`config.mk`:
```
export PLATFORM = sky130hd
export DESIGN_NAME = dcdac_i2c_top
export DESIGN_NICKNAME = d
export VERILOG_FILES = /design/src/rtl/dcdac_pkg.sv /design/src/rtl/dcdac_line_if.sv /design/src/rtl/dcdac_i2c_top.sv /design/src/rtl/dcdac_out_drive.sv /design/src/rtl/dcdac_pin_sync.sv
export VERILOG_INCLUDE_DIRS = /design/src /design/src/rtl
export SDC_FILE = /design/constraint.sdc
export NUM_CORES = 1
export LEC_CHECK = 0
export BUFFER_PORTS_ARGS = -buffer_cell sky130_fd_sc_hd__buf_4
export CAP_MARGIN = 40
export CORE_UTILIZATION = 36
export CTS_CLUSTER_DIAMETER = 40
export DETAILED_ROUTE_END_ITERATION = 12
export PLACE_DENSITY_LB_ADDON = 0.08
export SLEW_MARGIN = 25
export SYNTH_ARGS = -nofsm -noshare
export SYNTH_HDL_FRONTEND = slang
export SYNTH_SLANG_ARGS = --single-unit
```
`constraint.sdc`:
```
create_clock -name i_clk_sys -period 1.7 [get_ports i_clk_sys]
set_input_delay 0.34 -clock i_clk_sys [delete_from_list [all_inputs] [get_ports i_clk_sys]]
set_output_delay 0.34 -clock i_clk_sys [all_outputs]
set_load 0.01 [all_outputs]
```
`src/rtl/dcdac_consts.svh`:
```
// Constants of the dual current DAC serial control slave
`ifndef DCDAC_CONSTS_SVH
`define DCDAC_CONSTS_SVH

// ----------------------------------------------------------------
// Bus addressing
// ----------------------------------------------------------------
`define DCDAC_SLAVE_ADDR 7'h48
`define DCDAC_REG_A 8'hF8
`define DCDAC_REG_B 8'hF9
`define DCDAC_NUM_OUT 2

// ----------------------------------------------------------------
// Control register layout and reset values
// ----------------------------------------------------------------
`define DCDAC_DIR_BIT 7
`define DCDAC_MAG_MSB 3
`define DCDAC_MAG_W 4
`define DCDAC_MAG_STEPS 15
`define DCDAC_SETTING_RST 5'h00
`define DCDAC_READ_PAD 3'h0
`define DCDAC_BYTE_BITS 4'h8
`define DCDAC_PIN_RST 2'h3

`endif

```
`src/rtl/dcdac_pkg.sv`:
```
// Types shared by the dual current DAC serial control slave
`include "dcdac_consts.svh"
`default_nettype none

package dcdac_pkg;
	typedef logic [`DCDAC_MAG_W-1:0] dcdac_mag_t;

	typedef struct packed {
		logic source;
		dcdac_mag_t mag;
	} dcdac_setting_t;

	typedef enum logic [2:0] {
		ST_IDLE,
		ST_ADDR,
		ST_REG,
		ST_DATA,
		ST_ACK,
		ST_READ,
		ST_READ_ACK,
		ST_IGNORE
	} dcdac_state_t;
endpackage

`default_nettype wire
```
`src/rtl/dcdac_line_if.sv`:
```
// Synchronised bus lines and their events, from sampler to protocol logic
`default_nettype none

interface dcdac_line_if;
	logic scl;
	logic sda;
	logic scl_rise;
	logic scl_fall;
	logic start;
	logic stop;

	modport src (output scl, output sda, output scl_rise, output scl_fall,
		output start, output stop);
	modport snk (input scl, input sda, input scl_rise, input scl_fall,
		input start, input stop);
endinterface

`default_nettype wire

```
`src/rtl/dcdac_i2c_top.sv`:
```
// Serial control slave for a two-channel sink/source current DAC
`include "dcdac_consts.svh"
`default_nettype none

// Notes on behaviour
// - Two outputs, fifteen sink and source steps
// - Power-up gives zero current on both outputs
// - First register 0xF8, second 0xF9
// - Bit 7 picks sink (0) or source (1)
// - Bits 3..0 magnitude; zero code gives none
// - Each code step is one fifteenth full scale
// - Answer only to address bytes 90h (write) and 91h (read)
// - SDA falling with SCL high starts transfer
// - SDA rising with SCL high ends transfer
// - Repeated start begins a fresh transfer
// - SDA changes only while SCL is low
// - Incoming bits sampled on SCL rise
// - Outgoing bits driven after SCL fall
// - Bus idle between stop and start, lines high
// - Wrong address: ignore until next start
// - Receiver acknowledges low on ninth clock
module dcdac_i2c_top
#(
	parameter logic [6:0] P_SLAVE_ADDR = `DCDAC_SLAVE_ADDR
)
(
	input wire logic i_clk_sys,
	input wire logic i_srst,
	input wire logic i_scl,
	input wire logic i_sda,
	output logic o_sda_o,
	output logic o_sda_oe,
	output logic o_bus_idle,
	output logic o_current_output_a_sink,
	output logic o_current_output_a_source,
	output var dcdac_pkg::dcdac_mag_t o_current_output_a_magnitude_code,
	output logic o_current_output_b_sink,
	output logic o_current_output_b_source,
	output var dcdac_pkg::dcdac_mag_t o_current_output_b_magnitude_code
);
	import dcdac_pkg::*;

	dcdac_line_if line ();

	dcdac_state_t state_r;
	dcdac_state_t after_ack_r;
	logic [3:0] bit_cnt_r;
	logic [7:0] shift_r;
	logic [7:0] tx_r;
	logic [7:0] ptr_r;
	logic drive_r;
	logic idle_r;
	dcdac_setting_t setting_r [`DCDAC_NUM_OUT];
	logic [`DCDAC_NUM_OUT-1:0] sink_w;
	logic [`DCDAC_NUM_OUT-1:0] source_w;
	dcdac_mag_t mag_w [`DCDAC_NUM_OUT];
	logic byte_full;
	logic addr_hit;
	logic write_strobe;
	logic [7:0] read_value;

	// ----------------------------------------------------------------
	// Helpers
	// ----------------------------------------------------------------
	function automatic logic [7:0] offset_of(input int idx);
		offset_of = 8'(`DCDAC_REG_A + idx);
	endfunction

	function automatic dcdac_state_t next_after(input dcdac_state_t st, input logic rd);
		unique case (st)
			ST_ADDR: next_after = rd ? ST_READ : ST_REG;
			ST_REG: next_after = ST_DATA;
			default: next_after = ST_DATA;
		endcase
	endfunction

	// ----------------------------------------------------------------
	// Pin sampling
	// ----------------------------------------------------------------
	dcdac_pin_sync u_pin_sync
	(
		.i_clk_sys(i_clk_sys),
		.i_srst(i_srst),
		.i_scl(i_scl),
		.i_sda(i_sda),
		.line(line)
	);

	assign byte_full = (bit_cnt_r == `DCDAC_BYTE_BITS);
	assign addr_hit = (shift_r[7:1] == P_SLAVE_ADDR);
	assign write_strobe = (state_r == ST_DATA) && line.scl_fall && byte_full;

	// Unmapped pointer reads as zero; reserved bits always read zero
	always_comb
	begin
		read_value = '0;
		for (int i = 0; i < `DCDAC_NUM_OUT; i++)
		begin
			if (ptr_r == offset_of(i))
				read_value = {setting_r[i].source, `DCDAC_READ_PAD, setting_r[i].mag};
		end
	end

	// ----------------------------------------------------------------
	// Transfer sequencer
	// ----------------------------------------------------------------
	// SDA is only ever pulled low, never driven high: open-drain pin
	always_ff @(posedge i_clk_sys)
	begin
		if (i_srst)
		begin
			state_r <= ST_IDLE;
			after_ack_r <= ST_IDLE;
			bit_cnt_r <= '0;
			shift_r <= '0;
			tx_r <= '0;
			drive_r <= 1'b0;
		end
		else if (line.start)
		begin
			state_r <= ST_ADDR;
			bit_cnt_r <= '0;
			drive_r <= 1'b0;
		end
		else if (line.stop)
		begin
			state_r <= ST_IDLE;
			bit_cnt_r <= '0;
			drive_r <= 1'b0;
		end
		else
		begin
			unique case (state_r)
				ST_IDLE, ST_IGNORE:
				begin
					drive_r <= 1'b0;
				end
				ST_ADDR, ST_REG, ST_DATA:
				begin
					if (line.scl_rise && !byte_full)
					begin
						shift_r <= {shift_r[6:0], line.sda};
						bit_cnt_r <= bit_cnt_r + 4'h1;
					end
					else if (line.scl_fall && byte_full)
					begin
						bit_cnt_r <= '0;
						if (state_r != ST_ADDR || addr_hit)
						begin
							state_r <= ST_ACK;
							drive_r <= 1'b1;
							after_ack_r <= next_after(state_r, shift_r[0]);
						end
						else
						begin
							state_r <= ST_IGNORE;
						end
					end
				end
				ST_ACK:
				begin
					if (line.scl_fall)
					begin
						state_r <= after_ack_r;
						if (after_ack_r == ST_READ)
						begin
							tx_r <= read_value;
							drive_r <= !read_value[7];
						end
						else
						begin
							drive_r <= 1'b0;
						end
					end
				end
				ST_READ:
				begin
					if (line.scl_rise)
					begin
						bit_cnt_r <= bit_cnt_r + 4'h1;
					end
					else if (line.scl_fall)
					begin
						if (byte_full)
						begin
							// Let go so the master can answer on the ninth clock
							drive_r <= 1'b0;
							bit_cnt_r <= '0;
							state_r <= ST_READ_ACK;
						end
						else
						begin
							tx_r <= {tx_r[6:0], 1'b0};
							drive_r <= !tx_r[6];
						end
					end
				end
				ST_READ_ACK:
				begin
					if (line.scl_rise)
					begin
						// Not-acknowledge ends the read; an ack reloads at the fall
						state_r <= line.sda ? ST_IGNORE : ST_ACK;
						after_ack_r <= ST_READ;
					end
				end
			endcase
		end
	end

	// ----------------------------------------------------------------
	// Register pointer and settings
	// ----------------------------------------------------------------
	always_ff @(posedge i_clk_sys)
	begin
		if (i_srst)
			ptr_r <= '0;
		else if ((state_r == ST_REG) && line.scl_fall && byte_full)
			ptr_r <= shift_r;
	end

	// A pointer outside the map is acknowledged and its data dropped
	always_ff @(posedge i_clk_sys)
	begin
		if (i_srst)
		begin
			for (int i = 0; i < `DCDAC_NUM_OUT; i++)
				setting_r[i] <= `DCDAC_SETTING_RST;
		end
		else if (write_strobe)
		begin
			for (int i = 0; i < `DCDAC_NUM_OUT; i++)
			begin
				if (ptr_r == offset_of(i))
					setting_r[i] <= {shift_r[`DCDAC_DIR_BIT], shift_r[`DCDAC_MAG_MSB:0]};
			end
		end
	end

	always_ff @(posedge i_clk_sys)
	begin
		if (i_srst)
			idle_r <= 1'b0;
		else
			idle_r <= (state_r == ST_IDLE) && line.scl && line.sda;
	end

	// ----------------------------------------------------------------
	// Analog controls
	// ----------------------------------------------------------------
	generate
		for (genvar g = 0; g < `DCDAC_NUM_OUT; g++)
		begin : g_out
			dcdac_out_drive u_out_drive
			(
				.i_clk_sys(i_clk_sys),
				.i_srst(i_srst),
				.i_setting(setting_r[g]),
				.o_sink(sink_w[g]),
				.o_source(source_w[g]),
				.o_magnitude_code(mag_w[g])
			);
		end
	endgenerate

	// The clock pin is input only; the master owns every pulse
	assign o_sda_o = 1'b0;
	assign o_sda_oe = drive_r;
	assign o_bus_idle = idle_r;
	assign o_current_output_a_sink = sink_w[0];
	assign o_current_output_a_source = source_w[0];
	assign o_current_output_a_magnitude_code = mag_w[0];
	assign o_current_output_b_sink = sink_w[1];
	assign o_current_output_b_source = source_w[1];
	assign o_current_output_b_magnitude_code = mag_w[1];
endmodule // dcdac_i2c_top

`default_nettype wire

```
`src/rtl/dcdac_out_drive.sv`:
```
// Decode of one control setting into the analog DAC controls
`include "dcdac_consts.svh"
`default_nettype none

module dcdac_out_drive
(
	input wire logic i_clk_sys,
	input wire logic i_srst,
	input wire dcdac_pkg::dcdac_setting_t i_setting,
	output logic o_sink,
	output logic o_source,
	output var dcdac_pkg::dcdac_mag_t o_magnitude_code
);
	import dcdac_pkg::*;

	logic active;

	// A zero code means no current whatever the direction says
	assign active = |i_setting.mag;

	// ----------------------------------------------------------------
	// Registered controls
	// ----------------------------------------------------------------
	// The analog side scales the code in fifteen equal steps
	always_ff @(posedge i_clk_sys)
	begin
		if (i_srst)
		begin
			o_sink <= 1'b0;
			o_source <= 1'b0;
			o_magnitude_code <= '0;
		end
		else
		begin
			o_sink <= active && !i_setting.source;
			o_source <= active && i_setting.source;
			o_magnitude_code <= i_setting.mag;
		end
	end
endmodule // dcdac_out_drive

`default_nettype wire

```
`src/rtl/dcdac_pin_sync.sv`:
```
// Two-stage synchroniser and edge/condition detector for the bus pins
`include "dcdac_consts.svh"
`default_nettype none

module dcdac_pin_sync
(
	input wire logic i_clk_sys,
	input wire logic i_srst,
	input wire logic i_scl,
	input wire logic i_sda,
	dcdac_line_if.src line
);
	import dcdac_pkg::*;

	// Bit 0 is scl, bit 1 is sda; stage 0 feeds only stage 1
	logic [1:0] pipe_r [3];

	// ----------------------------------------------------------------
	// Synchroniser
	// ----------------------------------------------------------------
	// Reset to released lines so no false condition shows after reset
	always_ff @(posedge i_clk_sys)
	begin
		if (i_srst)
		begin
			for (int i = 0; i < 3; i++)
				pipe_r[i] <= `DCDAC_PIN_RST;
		end
		else
		begin
			pipe_r[0] <= {i_sda, i_scl};
			pipe_r[1] <= pipe_r[0];
			pipe_r[2] <= pipe_r[1];
		end
	end

	// ----------------------------------------------------------------
	// Event detection
	// ----------------------------------------------------------------
	assign line.scl = pipe_r[1][0];
	assign line.sda = pipe_r[1][1];
	assign line.scl_rise = pipe_r[1][0] && !pipe_r[2][0];
	assign line.scl_fall = !pipe_r[1][0] && pipe_r[2][0];
	// SDA moving while SCL stays high marks a condition
	assign line.start = pipe_r[1][0] && pipe_r[2][0] && pipe_r[2][1] && !pipe_r[1][1];
	assign line.stop = pipe_r[1][0] && pipe_r[2][0] && !pipe_r[2][1] && pipe_r[1][1];
endmodule // dcdac_pin_sync

`default_nettype wire

```
### After elaboration in Yosys (flattened, before gate mapping)

Memories as Yosys holds them, arrays and structs flattened.
Cells that the tools add are included.

| cells by class | value |
|---|---|
| add/sub/neg operators | 1 |
| equality and inequality tests | 33 |
| muxes and demuxes | 58 |
| bitwise operators | 7 |
| reduce and logical (&&, ||, !) cells | 48 |

Operators by type and width:

| cell | count |
|---|---|
| 3-bit two-way mux | 13 |
| 7-bit two-way mux | 5 |
| 4-bit != test, second input constant | 7 |
| 8-bit AND reduction | 3 |
| 1-bit two-way mux | 21 |
| 4-bit two-way mux | 5 |
| 2-bit != test, second input constant | 10 |
| 1-bit logical AND | 19 |
| 8-bit == test, second input constant | 2 |
| 8-bit two-way mux | 2 |
| 3-bit == test, second input constant | 5 |
| 7-bit case mux with 2 select lines | 1 |
| 7-bit AND reduction | 2 |
| 3-bit case mux with 4 select lines | 1 |
| 2-bit two-way mux | 5 |
| 5-bit two-way mux | 2 |
| 1-bit zero test | 9 |
| 3-bit != test, second input constant | 3 |
| 4-bit case mux with 2 select lines | 1 |
| 4-bit AND reduction | 2 |
| 4-bit nonzero test | 2 |
| 4-bit OR reduction | 2 |
| 7-bit == test, second input constant | 1 |
| 3-bit by 2-bit == test with 1-bit output, second input constant | 2 |
| other kinds (14) | 22 |

| storage, ports and cells | value |
|---|---|
| flip-flop bits (word level) | 47 |
| memory bits (writable) | 16 |
| input bits | 4 |
| output and inout bits | 15 |
| word-level logic and storage cells | 164 |
| memories kept | 2 |

Memories:

| name | words | bits a word | read ports | clocked after Yosys merged registers in | wr ports | line | RTL |
|---|---|---|---|---|---|---|---|
| setting_r | 2 | 5 | 2 | 0 | 2 | dcdac_i2c_top.sv:53 | `` dcdac_setting_t setting_r [`DCDAC_NUM_OUT]; `` |
| u_pin_sync.pipe_r | 3 | 2 | 3 | 0 | 3 | dcdac_pin_sync.sv:16 | `logic [1:0] pipe_r [3];` |

### Longest topological paths before layout

An unclocked memory read counts as a cell.

| logic depth | value |
|---|---|
| depth after elaboration | 9 |
| gate-level depth with buffers | 7 |

### Cells and area by module

A second synthesis with hierarchy kept.

| second synthesis, totals | value |
|---|---|
| cells, all modules | 261 |
| area, all modules | 2631.3 µm² |

Modules (own cells, without submodules):

| module | times used | cells each | area an instance (µm²) | seq. area each (µm²) |
|---|---|---|---|---|
| dcdac_i2c_top | 1 | 219 | 2100.8 | 1001.0 |
| dcdac_out_drive | 2 | 13 | 170.2 | 120.1 |
| dcdac_pin_sync | 1 | 16 | 190.2 | 120.1 |

### Worst setup path after synthesis

Ideal clock, no wire load.

| timing | value |
|---|---|
| path type | register to register |
| start point | mem u_pin_sync.pipe_r[1][0], in the netlist u_pin_sync.pipe_r[0][2] |
| end point | mem setting_r[0][0] in the netlist's numbering (enable) |
| setup time | 0.374 ns |
| arrival | 1.470 ns |
| setup slack | -0.144 ns |
| stages on the path, launching flop included | 7 |
| path buffers | 0 |
| cells stage by stage | dfxtp_1 -> inv_1 -> ha_1 -> nand3b_1 -> nor2_1 -> nand3_1 -> o21ai_0 |

RTL lines:

| element | line |
|---|---|
| from (decl) | dcdac_pin_sync.sv:16 |
| to (decl) | dcdac_i2c_top.sv:53 |

### Worst setup path in the final report

| timing | value |
|---|---|
| start point | reg state_r[1] |
| end point | reg bit_cnt_r[3] |

| on the way | value |
|---|---|
| cells in the longest elaborated chain, start to end | 4 |

RTL lines:

| element | line | RTL |
|---|---|---|
| from (decl) | dcdac_i2c_top.sv:45 | `dcdac_state_t state_r;` |
| from (signal assigned) | dcdac_i2c_top.sv:164 | `state_r <= after_ack_r;` |
| from (signal assigned) | dcdac_i2c_top.sv:203 | `state_r <= line.sda ? ST_IGNORE : ST_ACK;` |
| 3-bit by 2-bit == test with 1-bit output / 3-bit by 1-bit == test with 1-bit output (equally long branches) | dcdac_i2c_top.sv:133 | `unique case (state_r)` |
| 3-bit OR reduction | dcdac_i2c_top.sv:133 |  |
| 3-bit != test (no line) / 2-bit nonzero test (equally long branches) | - |  |
| 4-bit AND reduction (no line) | - |  |
| to (signal assigned) | dcdac_i2c_top.sv:143 | `bit_cnt_r <= bit_cnt_r + 4'h1;` |
| to (signal assigned) | dcdac_i2c_top.sv:180 | `bit_cnt_r <= bit_cnt_r + 4'h1;` |
| to (decl) | dcdac_i2c_top.sv:47 | `logic [3:0] bit_cnt_r;` |

Several ways; a longest one is shown, not always the timed one.
A chain may end at the register's enable or synchronous reset.

==> metrics.md <==
| Metric | Value |
|---|---|
| Status | `finished, final reports clean` |
| DR DRC count | `0` |
| Via count | `2,402` |
| Sink Count | `63` |
| Worst Skew | `approximately 0.0054 ns` |
| # port buffers | `17` |
| Final setup vio count | `0` |
| H-Tree Depth | `3` |
| Register area share after synthesis | `roughly 46%` |
| Critical path cell sequence | `buf_12 > nand3b_2 > o22a_1 > or3_1 > a211oi_2` |
| Die ar. | `about 8500 um2` |
| Initial antenna violation count | `0` |
| Most used routing layer in global routing | `met2` |
| GRT met2 Usage | `approximately 27%` |
| Clock Tree Root | `clkbuf_8` |
| WL final | `7.16 mm` |
| Met3 Use GR | `around 3.6%` |
| Detail Placement HPWL | `about 5.2 mm` |
| Critical path class | `reg2reg` |
| Number of inserted diodes | `0` |
| Slew Limit Fails | `0` |
| Starting Density | `around 38%` |
| GRT Overall Usage | `around 18%` |
| YS warnings | `0` |
| Distinct cell type count after synthesis | `65` |
| Met1 Usage GRT | `between 20% and 30%` |
| Mean area per synthesized cell | `between 9 and 10 um2` |
| Pleak | `about 1.3 nW` |
| Core Rows | `32` |
| Vias in the first global route | `about 2,300` |
| Setup TNS | `0 ns` |
| Clock latency on the worst-skew pair | `around 0.33 ns` |
| Hold_sp | `i_sda` |
| Share of post-route cells with drive strength above 1 | `between 30 and 40%` |
| CP required | `between 1.5 and 2 ns` |
| GP Congestion | `roughly 0.8` |
| FF+latch count, synth | `63` |
| Top-Level Pins | `19` |
| Hold Path Class | `in2reg` |
| Syn nets | `313` |
| Final Hold Viols | `0` |
| Final Cycle Share | `a little over nine tenths` |
| CP top delay family | `simple AND/OR/NAND/NOR gates` |
| Worst-path clk slew | `approximately 0.08 ns` |
| Post-CTS Hold Fix Bufs | `0` |
| Max clock buf depth | `2` |
| First-pass GRT wire length | `~12 mm` |
| Crit path max fanout | `20` |
| Synthesis-to-layout area growth | `28.6%` |
| Post-Synthesis Cells | `~300` |
| Worst Setup Start Kind | `flop` |
| Tmin final | `about 1.6 ns` |
| Nets | `364` |
| Synth Cell Area | `2930 um2` |
| Final antenna-violating net count | `0` |
| Post-synth EDFFs | `10` |
| Synth Flop Type | `dfxtp_1` |
| CP peak stage delay | `between 0.3 and 0.4 ns` |
| Width of the chip | `a little over 90 um` |
| Critical path endpoint category | `flop` |
| Floorplan die height | `slightly above 90 um` |
| DRT Pass-1 Iters | `4` |
| Maximum clock frequency | `621 MHz` |
| Total grt overflow | `0` |
| Design area | `about 3800 um2` |
| Vias/cell | `about 5.2` |
| Worst setup path startpoint | `state_r[1]` |
| Dpl cell area | `approximately 3400 um2` |
| Initial detailed-routing violation count | `135` |
| Drt wl/cell | `15.5 um` |
| Hold Slack | `about 0.19 ns` |
| Reg2reg start | `state_r[1]` |
| PwrDens | `between 800 and 900 nW/um2` |
| Data arrival, critical path | `approximately 1.9 ns` |
| CTS Buf Count | `9` |
| Slowest cell on the critical path | `or3_1` |
| Async set-reset flop share out of synthesis | `0%` |
| Buf/Inv on CP | `1` |
| Max Cap Violations | `0` |
| Largest net degree at the start of global routing | `25` |
| CTS tree | `yes` |
| Core area | `approximately 8000 um2` |
| Peak supply drop | `approximately 0.00042 V` |
[placed cells by master (no fill, tap or decap), types with 6 or more instances in the layout]
cell type	n
nor2_2	6
clkbuf_8	9
mux2i_1	15
buf_4	56
o21ai_1	14
nand4_1	8
nor2b_1	10
nor2_1	15
nand3_1	12
dfxtp_1	49
nor3_1	7
nand2_1	12
inv_1	12
edfxtp_1	10
a21oi_1	20
[cell usage after synthesis, drive strengths merged, types with 6 or more instances]
cell,n,area [um2]
dfxtp,53,1060
nor2,21,78.8
a21oi,20,100
o21ai,17,85.1
mux2i,15,150
inv,13,48.8
nand2,12,45.0
nand3,12,60.1
clkbuf,11,41.3
edfxtp,10,300
nor2b,10,62.6
nor3,9,56.3
nand4,8,50.1
buf,7,40.0
nor4,7,43.8
a211oi,6,55.1
[flip-flops by register name, summed over array words and instances (netlist names), 3 cells and up]
signal / cells
ptr_r: 8
shift_r: 8
bit_cnt_r: 4
state_r: 3
setting_r: 10
u_pin_sync.pipe_r: 6
tx_r: 7
g_out.u_out_drive.o_magnitude_code: 8
after_ack_r: 3
[metal layers]
layer | part of all wire [%] | wire [um]
met1 | 49 | 3490
met2 | 46 | 3300
met3 | 3.7 | 265
met4 | 1.4 | 100
met5 | 0 | 0
[layout make-up]
cell class	count	area [um2]
fill	752	4040
multi-input combinational	210	1550
sequential	63	1370
timing repair buffer	58	460
tap	102	128
clock buffer	9	124
clock inverter	7	82.6
inverter	13	48.8
[stage by stage]
step | setup WS (ns) | cells | utilization, % | power [mW]
2_1_floorplan | -0.144 | 304 | - | 1.68
3_3_place_gp | -0.0537 | 443 | 43.7 | 1.75
3_5_place_dp | -0.123 | 443 | 43.7 | 1.75
4_1_cts | 0.000591 | 460 | 46.7 | 3.11
5_1_grt | -0.00934 | 462 | 48.2 | 3.22
6_report | 0.0901 | 462 | 48.2 | 3.07
[cell families after synthesis]
logic type	count (synthesis)	synth area share, %
xor gates and xnor gates	1	0.556
other	1	0.128
muxes	16	5.51
buffers and inverters	31	4.44
AOI/OAI and AO/OA	79	18.8
DFF	63	46.5
adders and majority gates	5	2.14
and+or+nand+nor	108	21.9
[power breakdown]
group | leakage (nW) | total (mW) | switching (mW) | internal, mW
clock | 0.0975 | 1.35 | 0.653 | 0.694
combinational | 0.712 | 0.174 | 0.0972 | 0.0764
sequential | 0.536 | 1.55 | 0.0159 | 1.54
total | 1.35 | 3.07 | 0.766 | 2.31
[path summary, 6_finish.rpt]
| check | endpoint | slack, ns | depth (start not counted) |
|---|---|---|---|
| worst max-delay path | bit_cnt_r[3] | 0.09 | 5 |
| worst min-delay path | u_pin_sync.pipe_r[0][1] | 0.19 | 2 |
| worst max register to register | bit_cnt_r[3] | 0.09 | 5 |
| worst min register to register | u_pin_sync.pipe_r[0][3] | 0.43 | 1 |
[worst reg2reg max path, stage by stage (launching register included)]
cell and delay (ns):
dfxtp_1 0.33, buf_12 0.15, nand3b_2 0.25, o22a_1 0.24, or3_1 0.36, a211oi_2 0.21
[timing repair]
item                                    in CTS  in global routing
endpoints found under the setup margin      21                 49
resized for setup                            7                 27
setup buffers                                1                  2
pin swaps                                    1                  5
(Power assumes the default switching activity.)
